### config.mk
export PLATFORM = sky130hd
export DESIGN_NAME = asp_top
export DESIGN_NICKNAME = d
export VERILOG_FILES = /design/src/asp_pkg.sv /design/src/asp_top.sv
export SDC_FILE = /design/constraint.sdc
export NUM_CORES = 1
export LEC_CHECK = 0
export ABC_AREA = 1
export BUFFER_PORTS_ARGS = -buffer_cell sky130_fd_sc_hd__buf_2
export CAP_MARGIN = 20
export CORE_ASPECT_RATIO = 0.7
export CORE_MARGIN = 2
export CORE_UTILIZATION = 30
export CTS_CLUSTER_DIAMETER = 80
export DETAILED_ROUTE_END_ITERATION = 10
export GPL_TIMING_DRIVEN = 0
export PLACE_DENSITY = 0.56
export SYNTH_ARGS = -nofsm -noshare
export SYNTH_HDL_FRONTEND = slang
export SYNTH_SLANG_ARGS = --single-unit
### constraint.sdc
create_clock -name clk_i -period 2.4 [get_ports clk_i]
set_input_delay 0 -clock clk_i [delete_from_list [all_inputs] [get_ports clk_i]]
set_output_delay 0 -clock clk_i [all_outputs]
set_load 0.1 [all_outputs]
### src/asp_pkg.sv
// Package for the audio serial configuration and prescaler block
package asp_pkg;

  // ==========================================================
  // Register offsets
  localparam logic [7:0] ASP_OFF_TXCHK = 8'h18;
  localparam logic [7:0] ASP_OFF_ACFG = 8'h1c;
  localparam logic [7:0] ASP_OFF_ADIV = 8'h20;
  localparam logic [7:0] ASP_OFF_CHKCTL = 8'h24;
  localparam logic [7:0] ASP_OFF_CHKPOLY = 8'h28;

  // ==========================================================
  // Reset values
  localparam logic [15:0] ASP_RST_ACFG = 16'h0000;
  localparam logic [15:0] ASP_RST_ADIV = 16'h0002;
  localparam logic [15:0] ASP_RST_POLY = 16'h0007;
  localparam logic [15:0] ASP_RST_TXCHK = 16'h0000;

  // ==========================================================
  // Field positions of audio_config
  localparam int ASP_B_ASYNC = 12;
  localparam int ASP_B_MODE = 11;
  localparam int ASP_B_EN = 10;
  localparam int ASP_B_ROLE = 8;
  localparam int ASP_B_FSYNC = 7;
  localparam int ASP_B_STD = 4;
  localparam int ASP_B_POL = 3;
  localparam int ASP_B_DLEN = 1;
  localparam int ASP_B_CHANNEL_WIDTH_SELECT = 0;
  localparam logic [15:0] ASP_ACFG_MASK = 16'h1fbf;

  // Field positions of audio_clock_divider
  localparam int ASP_B_MASTER_CLOCK_OUT_ENABLE = 9;
  localparam int ASP_B_ODD = 8;
  localparam logic [15:0] ASP_ADIV_MASK = 16'h03ff;

  // Check control bits
  localparam int ASP_B_CHKEN = 0;
  localparam int ASP_B_CHKLEN = 1;

  // ==========================================================
  // Encodings
  localparam logic [1:0] ASP_STD_I2S = 2'h0;
  localparam logic [1:0] ASP_STD_PCM = 2'h3;
  localparam logic [1:0] ASP_DLEN_16 = 2'h0;

  typedef enum logic [1:0] {
    ASP_ST_IDLE, ASP_ST_WAIT, ASP_ST_RUN
  } asp_start_t;

  typedef struct packed {
    logic       link_clk;
    logic       word_sel;
  } asp_link_t;

  typedef struct packed {
    logic [7:0] addr;
    logic [15:0] wdata;
    logic       wr;
    logic       rd;
  } asp_bus_t;

endpackage : asp_pkg

### src/asp_top.sv
// Configuration, prescaler and transmit check logic of the audio port
// ==========================================================
// Behaviour
// - Running check kept; enable write clears it
// - Check computed bit-serially with programmed polynomial
// - Eight-bit length uses low byte only
// - Sixteen-bit length uses all bits
// - Sync slave start needs clock and edge
// - Async slave start needs clock and level
// - I2S uses falling/low, others rising/high
// - Mode bit picks serial port or audio
// - Audio enable ignored in serial mode
// - Role field: slave/master, transmit/receive
// - Frame sync length only for PCM
// - Standard field selects frame format
// - Polarity bit sets clock idle level
// - Polarity never changes active edge
// - Data length 16/24/32, three forbidden
// - Channel forced 32 unless data 16
// - Master clock out only in master
// - Divide by twice prescaler plus odd
// - Audio settings ignored in serial mode
`timescale 1ns/1ps
module asp_top #(
  parameter int DIV_W = 8
) (
  input wire logic clk_i,
  input wire logic arst_n_i,
  input wire asp_pkg::asp_bus_t bus_i,
  output logic [15:0] rdata_o,
  input wire logic tx_bit_valid_i,
  input wire logic tx_bit_i,
  input wire logic busy_i,
  input wire asp_pkg::asp_link_t link_i,
  input wire logic link_edge_i,
  output logic audio_active_o,
  output logic transfer_go_o,
  output logic master_o,
  output logic transmit_o,
  output logic long_sync_o,
  output logic [1:0] std_o,
  output logic [5:0] data_bits_o,
  output logic [5:0] chan_bits_o,
  output logic bit_clk_o,
  output logic mclk_o,
  output logic mclk_oe_n_o
);
  import asp_pkg::*;

  // ==========================================================
  // Registers
  logic [15:0] acfg_ff;
  logic [15:0] adiv_ff;
  logic [15:0] poly_ff;
  logic [1:0] chkctl_ff;
  logic [15:0] txchk_ff;
  logic [15:0] rdata_ff;
  logic [DIV_W:0] div_cnt_ff;
  logic bclk_ff;
  logic mclk_ff;
  logic ws_prev_ff;
  asp_start_t st_ff;

  // Write decode
  wire wr_acfg = bus_i.wr && bus_i.addr == ASP_OFF_ACFG;
  wire wr_adiv = bus_i.wr && bus_i.addr == ASP_OFF_ADIV;
  wire wr_ctl = bus_i.wr && bus_i.addr == ASP_OFF_CHKCTL;
  wire wr_poly = bus_i.wr && bus_i.addr == ASP_OFF_CHKPOLY;
  wire chk_clear = wr_ctl && bus_i.wdata[ASP_B_CHKEN];

  // Field decode
  wire audio_mode = acfg_ff[ASP_B_MODE];
  wire [1:0] role = acfg_ff[ASP_B_ROLE +: 2];
  wire [1:0] std = acfg_ff[ASP_B_STD +: 2];
  wire [1:0] dlen = acfg_ff[ASP_B_DLEN +: 2];
  wire audio_on = audio_mode && acfg_ff[ASP_B_EN];
  wire is_master = role[1];
  wire [DIV_W-1:0] lin_div = adiv_ff[DIV_W-1:0];
  wire odd = adiv_ff[ASP_B_ODD];

  // ==========================================================
  // Configuration outputs, gated by mode
  assign audio_active_o = audio_on;
  assign master_o = audio_mode && is_master;
  assign transmit_o = audio_mode && !role[0];
  assign std_o = audio_mode ? std : 2'h0;
  assign long_sync_o = audio_mode && std == ASP_STD_PCM
                       && acfg_ff[ASP_B_FSYNC];
  assign data_bits_o = !audio_mode ? 6'd0 :
                       dlen == 2'h0 ? 6'd16 :
                       dlen == 2'h1 ? 6'd24 : 6'd32;
  assign chan_bits_o = !audio_mode ? 6'd0 :
                       (dlen == ASP_DLEN_16 && !acfg_ff[ASP_B_CHANNEL_WIDTH_SELECT]) ?
                       6'd16 : 6'd32;

  // ==========================================================
  // Register writes
  always_ff @(posedge clk_i or negedge arst_n_i) begin
    if (!arst_n_i) begin
      acfg_ff <= ASP_RST_ACFG;
      adiv_ff <= ASP_RST_ADIV;
      poly_ff <= ASP_RST_POLY;
      chkctl_ff <= 2'h0;
    end else begin
      if (wr_acfg) acfg_ff <= bus_i.wdata & ASP_ACFG_MASK;
      if (wr_adiv) adiv_ff <= bus_i.wdata & ASP_ADIV_MASK;
      if (wr_poly) poly_ff <= bus_i.wdata;
      if (wr_ctl) chkctl_ff <= bus_i.wdata[1:0];
    end
  end

  // ==========================================================
  // Bit-serial transmit check; 8-bit mode uses low byte only
  wire len16 = chkctl_ff[ASP_B_CHKLEN];
  wire fb = len16 ? (txchk_ff[15] ^ tx_bit_i)
                  : (txchk_ff[7] ^ tx_bit_i);
  logic [15:0] nxt_txchk;
  always_comb begin
    nxt_txchk = {txchk_ff[14:0], 1'b0} ^ (fb ? poly_ff : 16'h0000);
    if (!len16) nxt_txchk[15:8] = 8'h00;
  end

  // Check register update; enable write clears first
  always_ff @(posedge clk_i or negedge arst_n_i) begin
    if (!arst_n_i) txchk_ff <= ASP_RST_TXCHK;
    else if (chk_clear) txchk_ff <= ASP_RST_TXCHK;
    else if (chkctl_ff[ASP_B_CHKEN] && !audio_mode && tx_bit_valid_i)
      txchk_ff <= nxt_txchk;
  end

  // ==========================================================
  // Read mux, data one cycle after strobe
  wire [15:0] rd_mux =
    bus_i.addr == ASP_OFF_TXCHK ? txchk_ff :
    bus_i.addr == ASP_OFF_ACFG ? acfg_ff :
    bus_i.addr == ASP_OFF_ADIV ? adiv_ff :
    bus_i.addr == ASP_OFF_CHKCTL ? {14'h0, chkctl_ff} :
    bus_i.addr == ASP_OFF_CHKPOLY ? poly_ff : 16'h0000;
  always_ff @(posedge clk_i or negedge arst_n_i) begin
    if (!arst_n_i) rdata_ff <= 16'h0000;
    else rdata_ff <= bus_i.rd ? rd_mux : 16'h0000;
  end
  assign rdata_o = rdata_ff;

  // ==========================================================
  // Slave start detection
  wire want_low = std == ASP_STD_I2S;
  wire ws_level = want_low ? !link_i.word_sel : link_i.word_sel;
  wire ws_edge = want_low ? (ws_prev_ff && !link_i.word_sel)
                          : (!ws_prev_ff && link_i.word_sel);
  wire async_en = acfg_ff[ASP_B_ASYNC];
  wire start_ok = async_en ? ws_level : ws_edge;
  asp_start_t nxt_st;
  always_comb begin
    nxt_st = st_ff;
    unique case (st_ff)
      ASP_ST_IDLE: if (audio_on && !is_master) nxt_st = ASP_ST_WAIT;
        else if (audio_on) nxt_st = ASP_ST_RUN;
      ASP_ST_WAIT: if (!audio_on) nxt_st = ASP_ST_IDLE;
        else if (link_edge_i && start_ok) nxt_st = ASP_ST_RUN;
      ASP_ST_RUN: if (!audio_on) nxt_st = ASP_ST_IDLE;
      default: nxt_st = ASP_ST_IDLE;
    endcase
  end
  always_ff @(posedge clk_i or negedge arst_n_i) begin
    if (!arst_n_i) begin
      st_ff <= ASP_ST_IDLE;
      ws_prev_ff <= 1'b0;
    end else begin
      st_ff <= nxt_st;
      if (link_edge_i) ws_prev_ff <= link_i.word_sel;
    end
  end
  assign transfer_go_o = st_ff == ASP_ST_RUN;

  // ==========================================================
  // Prescaler: half-period counts alternate to give 2*div+odd
  wire [DIV_W:0] hi_cnt = {1'b0, lin_div};
  wire [DIV_W:0] lo_cnt = {1'b0, lin_div} + {{DIV_W{1'b0}}, odd};
  wire [DIV_W:0] half = bclk_ff ? lo_cnt : hi_cnt;
  wire div_run = audio_on && is_master && st_ff == ASP_ST_RUN;
  wire div_wrap = div_cnt_ff >= half - 1'b1;
  always_ff @(posedge clk_i or negedge arst_n_i) begin
    if (!arst_n_i) begin
      div_cnt_ff <= '0;
      bclk_ff <= 1'b0;
      mclk_ff <= 1'b0;
    end else if (!div_run) begin
      div_cnt_ff <= '0;
      bclk_ff <= 1'b0;
      mclk_ff <= 1'b0;
    end else begin
      mclk_ff <= !mclk_ff;
      if (div_wrap) begin
        div_cnt_ff <= '0;
        bclk_ff <= !bclk_ff;
      end else begin
        div_cnt_ff <= div_cnt_ff + 1'b1;
      end
    end
  end
  // Polarity only inverts the pin; internal edge unchanged
  assign bit_clk_o = bclk_ff ^ (audio_mode && acfg_ff[ASP_B_POL]);
  assign mclk_o = mclk_ff;
  assign mclk_oe_n_o = !(div_run && adiv_ff[ASP_B_MASTER_CLOCK_OUT_ENABLE]);
endmodule : asp_top

Yosys cells after proc, flatten, opt, wreduce, memory -nomap -nowiden
Cells that the tools add are included.
{"block": "op_classes", "div_mod_pow": 0, "order_cmp": 1, "n_reduce_logical": 35, "multipliers": 0, "bitwise": 4, "n_shift": 0, "add_sub_neg": 3, "eq_ne": 13, "mux": 32}
{"operator": "2-to-1 mux 16 bit", "n": 9}
{"operator": "2-to-1 mux 6 bit", "n": 5}
{"operator": "2-to-1 mux 9 bit", "n": 3}
{"operator": "== test 8 x 6 -> 1 bit (second input constant)", "n": 3}
{"operator": "logical AND 1 bit", "n": 21}
{"operator": "== test 8 x 5 -> 1 bit (second input constant)", "n": 2}
{"operator": "XOR 16 bit", "n": 1}
{"operator": "2-to-1 mux 2 bit", "n": 6}
{"operator": "adder 8 x 1 -> 9 bit", "n": 1}
{"operator": "adder 9 x 1 -> 9 bit (second input constant)", "n": 1}
{"operator": "greater-or-equal comparator 9 bit", "n": 1}
{"operator": "logical NOT 1 bit", "n": 9}
{"operator": "subtractor 9 x 1 -> 9 bit (second input constant)", "n": 1}
{"operator": "2-to-1 mux 8 bit", "n": 1}
{"operator": "2-to-1 mux 1 bit", "n": 7}
{"operator": "logical NOT 2 bit", "n": 3}
{"operator": "inequality test 3 bit (second input constant)", "n": 2}
{"operator": "case mux 2 bit (3 select lines)", "n": 1}
{"operator": "== test 2 x 1 -> 1 bit (second input constant)", "n": 2}
{"operator": "== test 2 bit (second input constant)", "n": 2}
{"operator": "AND reduction 3 bit", "n": 1}
{"operator": "XOR 1 bit", "n": 3}
{"operator": "inequality test 2 x 1 -> 1 bit (second input constant)", "n": 1}
{"operator": "inequality test 2 bit (second input constant)", "n": 1}
{"operator": "nonzero test 2 bit", "n": 1}
{"block": "totals", "romBits": 0, "mem_bits_rw": 0, "inputBits": 34, "elab_cells": 99, "register_bits": 86, "output_inout_bits": 38, "latch_bits": 0, "n_memories": 0}

Depth between registers and ports, before layout
{"block": "depth", "depth_word": 8, "mapped_depth": 20, "mapped_depth_nobuf": 20}

Least setup slack after synthesis
No wires, ideal clock.
{"block": "synth_timing", "kind": "register to output", "start": "register acfg_ff[11]", "end": "output port chan_bits_o[4]", "path_stages_with_launch": 4, "n_path_buf": 1, "setup_slack_ns": -1.001, "t_required_ns": 2.400, "arrival_ns": 3.401, "cell_sequence": "dfrtp_1 buf_4 inv_1 nor4_1"}
{"block": "synth_via", "elab_chain_len": 1}
{"element": "start, declared", "line": "asp_top.sv:52", "rtl": "logic [15:0] acfg_ff;"}
{"element": "start signal, assigned", "line": "asp_top.sv:105", "rtl": "if (wr_acfg) acfg_ff <= bus_i.wdata & ASP_ACFG_MASK;"}
{"element": "2-to-1 mux 6 bit", "line": "asp_top.sv:92", "rtl": "assign chan_bits_o = !audio_mode ? 6'd0 :"}
{"element": "end, declared", "line": "asp_top.sv:43", "rtl": "output logic [5:0] chan_bits_o,"}
No other way between the ends.

Final worst setup path
{"block": "layout_timing", "start": "register adiv_ff[0]", "end": "register bclk_ff"}
{"block": "layout_via", "elab_chain_len": 5}
{"element": "start, declared", "line": "asp_top.sv:53", "rtl": "logic [15:0] adiv_ff;"}
{"element": "start signal, assigned", "line": "asp_top.sv:106", "rtl": "if (wr_adiv) adiv_ff <= bus_i.wdata & ASP_ADIV_MASK;"}
{"element": "adder 8 x 1 -> 9 bit", "line": "asp_top.sv:179", "rtl": "wire [DIV_W:0] lo_cnt = {1'b0, lin_div} + {{DIV_W{1'b0}}, odd};"}
{"element": "2-to-1 mux 9 bit (*)", "line": "asp_top.sv:180", "rtl": "wire [DIV_W:0] half = bclk_ff ? lo_cnt : hi_cnt;"}
{"element": "subtractor 9 x 1 -> 9 bit (*)", "line": "asp_top.sv:182", "rtl": "wire div_wrap = div_cnt_ff >= half - 1'b1;"}
{"element": "greater-or-equal comparator 9 bit (*)", "line": "asp_top.sv:182"}
{"element": "inequality test 2 x 1 -> 1 bit (no source line) (*)"}
{"element": "end signal, assigned", "line": "asp_top.sv:196", "rtl": "bclk_ff <= !bclk_ff;"}
{"element": "end, declared", "line": "asp_top.sv:59", "rtl": "logic bclk_ff;"}
Mark *: on every way between the ends. The rest lies on a longest branch, timed or not.
A chain may end at the register's enable or synchronous reset.

==> metrics.txt <==
status complete, but fails checks; failing checks negative setup slack; Lkg Pwr 3.28 nW; vias in the first global route 4262; total power 3.48 mW; Setup crit start kind register; nets 797; Synth Area per Inst 7.68 sq um; top cell type's share of synthesized area 41.6%; H-Tree Level Count 3; sequential area share after synthesis 43.7%; Pint 2.49 mW; fin crit share 110%; initial antenna violation count 0; Area Growth Syn to Fin 27.4%; RePlAce Congestion 0.845; synth unique cells 37; via count 4446; CP required 2.68 ns; Worst-Skew Late Latency 0.35 ns; Area contributors post-synth dfrtp_1, nand2_1, inv_1; first-pass GRT wire length 23.1 mm; CTS Buf Count 9; port bufs 62; max_slew headroom 61.7%; Initial DRC Count 263; RSZ-0062 raised after global routing yes; Die Ht 111 um; core area 16200 sq um; Final min period 2.65 ns; Setup crit end kind register; CP arrival 2.93 ns; hold slack 0.0188 ns; Routed WL 13.9 mm; clk root buf clkbuf_16; drt pass-1 iters 5; most common cell in the netlist nand2_1; drt wl/cell 14.2 um; worst setup margin -0.247 ns; Sequential Power Share 43.9%; top-level I/O count 72; die area 17500 sq um; Initial Util 30.5%; Peak Freq 378 MHz; max_cap viols 0; Max VDD drop 0.276 mV; Via density 4.54; row count 39; GRT overflow 0; DPL Wire Length 10.5 mm; Yosys top cell by area dfrtp_1; Longest Clk Path Bufs 2; DP Worst Slack -0.410 ns; switching share of power 28.3%; Post-synth top flop dfrtp_1; Die Width 157 um; Detail Route Antenna Nets 0; cell count after synthesis 643; EDFF count, synth 0; largest net degree at the start of global routing 62; gr usage total 17.0%; YS warnings 0; crit path max fanout 4; CP Class register to register; most common library cells after synthesis nand2_1, inv_1, dfrtp_1; synthesis-stage register bit count 86; Gate power share 13.7%; skew final 0.0102 ns; Hold Violations, Final 0; FFs w/ async S/R, synth 100%; TritonCTS clock tree done; Net Switching 0.984 mW; clock sink total 86; final antenna diode count 0; layout cell share with drive strength beyond 1 24.2%; Slew Limit Fails 0; Clk network pwr share 42.3%; power per cell area 553 nW/um^2; Least-Margin Pin Slew 0.575 ns; final setup fails 10; Post-Syn Area 4940 sq um; Worst Hold Class input pin to register; clock-pin slew on the worst setup and hold paths 0.07 ns; drt drc 0
-- cells in the final DEF (no fill, tap or decap), drive strengths merged, types with 4 or more instances in the layout --
cell type / netlist / final
a21oi: 14 / 14
buf: 24 / 94
clkbuf: 0 / 10
conb: 1 / 7
dfrtp: 82 / 82
dfstp: 4 / 4
dlygate4sd3: 0 / 19
ha: 13 / 13
inv: 100 / 103
nand2: 163 / 164
nand3: 67 / 67
nand4: 11 / 11
nor2: 49 / 49
nor3: 8 / 8
o211ai: 7 / 7
o21ai: 71 / 71
o21bai: 7 / 7
or2: 5 / 5
xnor2: 5 / 5
xor2: 5 / 5
-- kinds of logic (layout without fill, tap and decap cells) --
family	Yosys count	after routing	share of synthesized area, %
flops	86	86	43.7
compound gates	103	103	11.8
buf+inv	124	229	11.6
simple gates	306	307	27.8
other cells	1	7	0.0759
fa+ha+maj	13	13	3.29
xor+xnor	10	10	1.77
-- critical path, stage by stage (launching register included) --
cell     delay, ns
dfrtp_1       0.42
ha_4          0.19
ha_4          0.21
o21ai_2       0.13
ha_2          0.21
nand2_2       0.07
nor2_4        0.14
nand3_2       0.10
xor2_2        0.16
ha_1          0.30
a21o_1        0.19
a21oi_2       0.16
nand3_1       0.09
nor2_1        0.09
nand3_1       0.07
nand2_1       0.06
-- path summary, 6_finish.rpt --
| path | startpoint | endpoint | slack (ns) | depth (start not counted) |
|---|---|---|---|---|
| max reg2reg | adiv_ff[0]$_DFFE_PN0P_ | bclk_ff$_DFFE_PN0P_ | -0.25 | 15 |
| min reg2reg | mclk_o$_DFF_PN0_ | mclk_o$_DFF_PN0_ | 0.43 | 1 |
| min | bus_i[0] | rdata_o[11]$_DFF_PN0_ | 0.02 | 5 |
| max in group asynchronous | arst_n_i | poly_ff[0]$_DFFE_PN1P_ | 1.61 | 3 |
| min in group asynchronous | arst_n_i | div_cnt_ff[0]$_DFF_PN0_ | 0.11 | 2 |
| max | adiv_ff[0]$_DFFE_PN0P_ | bclk_ff$_DFFE_PN0P_ | -0.25 | 15 |
-- area by class of cell --
class                           instances  area, sq um
Fill cell                            1724         9910
Buffer                                 24          195
Multi-Input combinational cell        440         2390
Tap cell                              225          282
Clock inverter                          6         66.3
Clock buffer                           10          239
Timing Repair Buffer                   89          583
Sequential cell                        86         2160
Inverter                              100          375
-- flip-flops by register name, summed over array words and instances, names as in the netlist --
name / flops
chkctl_ff: 2
rdata_o: 16
div_cnt_ff: 9
bclk_ff: 1
mclk_o: 1
txchk_ff: 16
poly_ff: 16
ws_prev_ff: 1
st_ff: 2
adiv_ff: 10
acfg_ff: 12
-- routing by layer --
| metal | vias up | track usage, % | share of wire (%) |
|---|---|---|---|
| li1 | 2264 | - | - |
| met1 | 2044 | 27.4 | 54 |
| met2 | 126 | 22.9 | 39 |
| met3 | 12 | 3.08 | 5.6 |
| met4 | 0 | 4.06 | 1.2 |
| met5 | - | 0 | 0 |
-- through the flow --
stage	TNS, ns	area, sq um	instances	utilization [%]
3_3_place_gp	-3.32	5590	936	34.5
4_1_cts	-2.20	6210	979	38.3
3_5_place_dp	-3.40	5620	937	34.7
2_1_floorplan	-0.393	5000	649	-
5_1_grt	-4.15	6290	980	38.8
6_report	-2.15	6290	980	38.8
-- repair_timing --
item                       4_1_cts  5_1_grt
hold endpoints to repair       111        0
pin swaps                        8        8
hold buffers                    19        0
setup endpoints to repair       10       10
gates resized for setup         10       21
cloned                           1        0
buffers inserted                 6        1
-- power groups by stage --
stage          registers (mW)  logic (mW)  clock network (mW)
2_1_floorplan            1.55       0.280                   0
3_3_place_gp             1.55       0.412                   0
3_5_place_dp             1.56       0.421                   0
4_1_cts                  1.53       0.465                1.50
5_1_grt                  1.53       0.533                1.55
6_report                 1.53       0.478                1.47
Power figures use the tool's default switching activity.
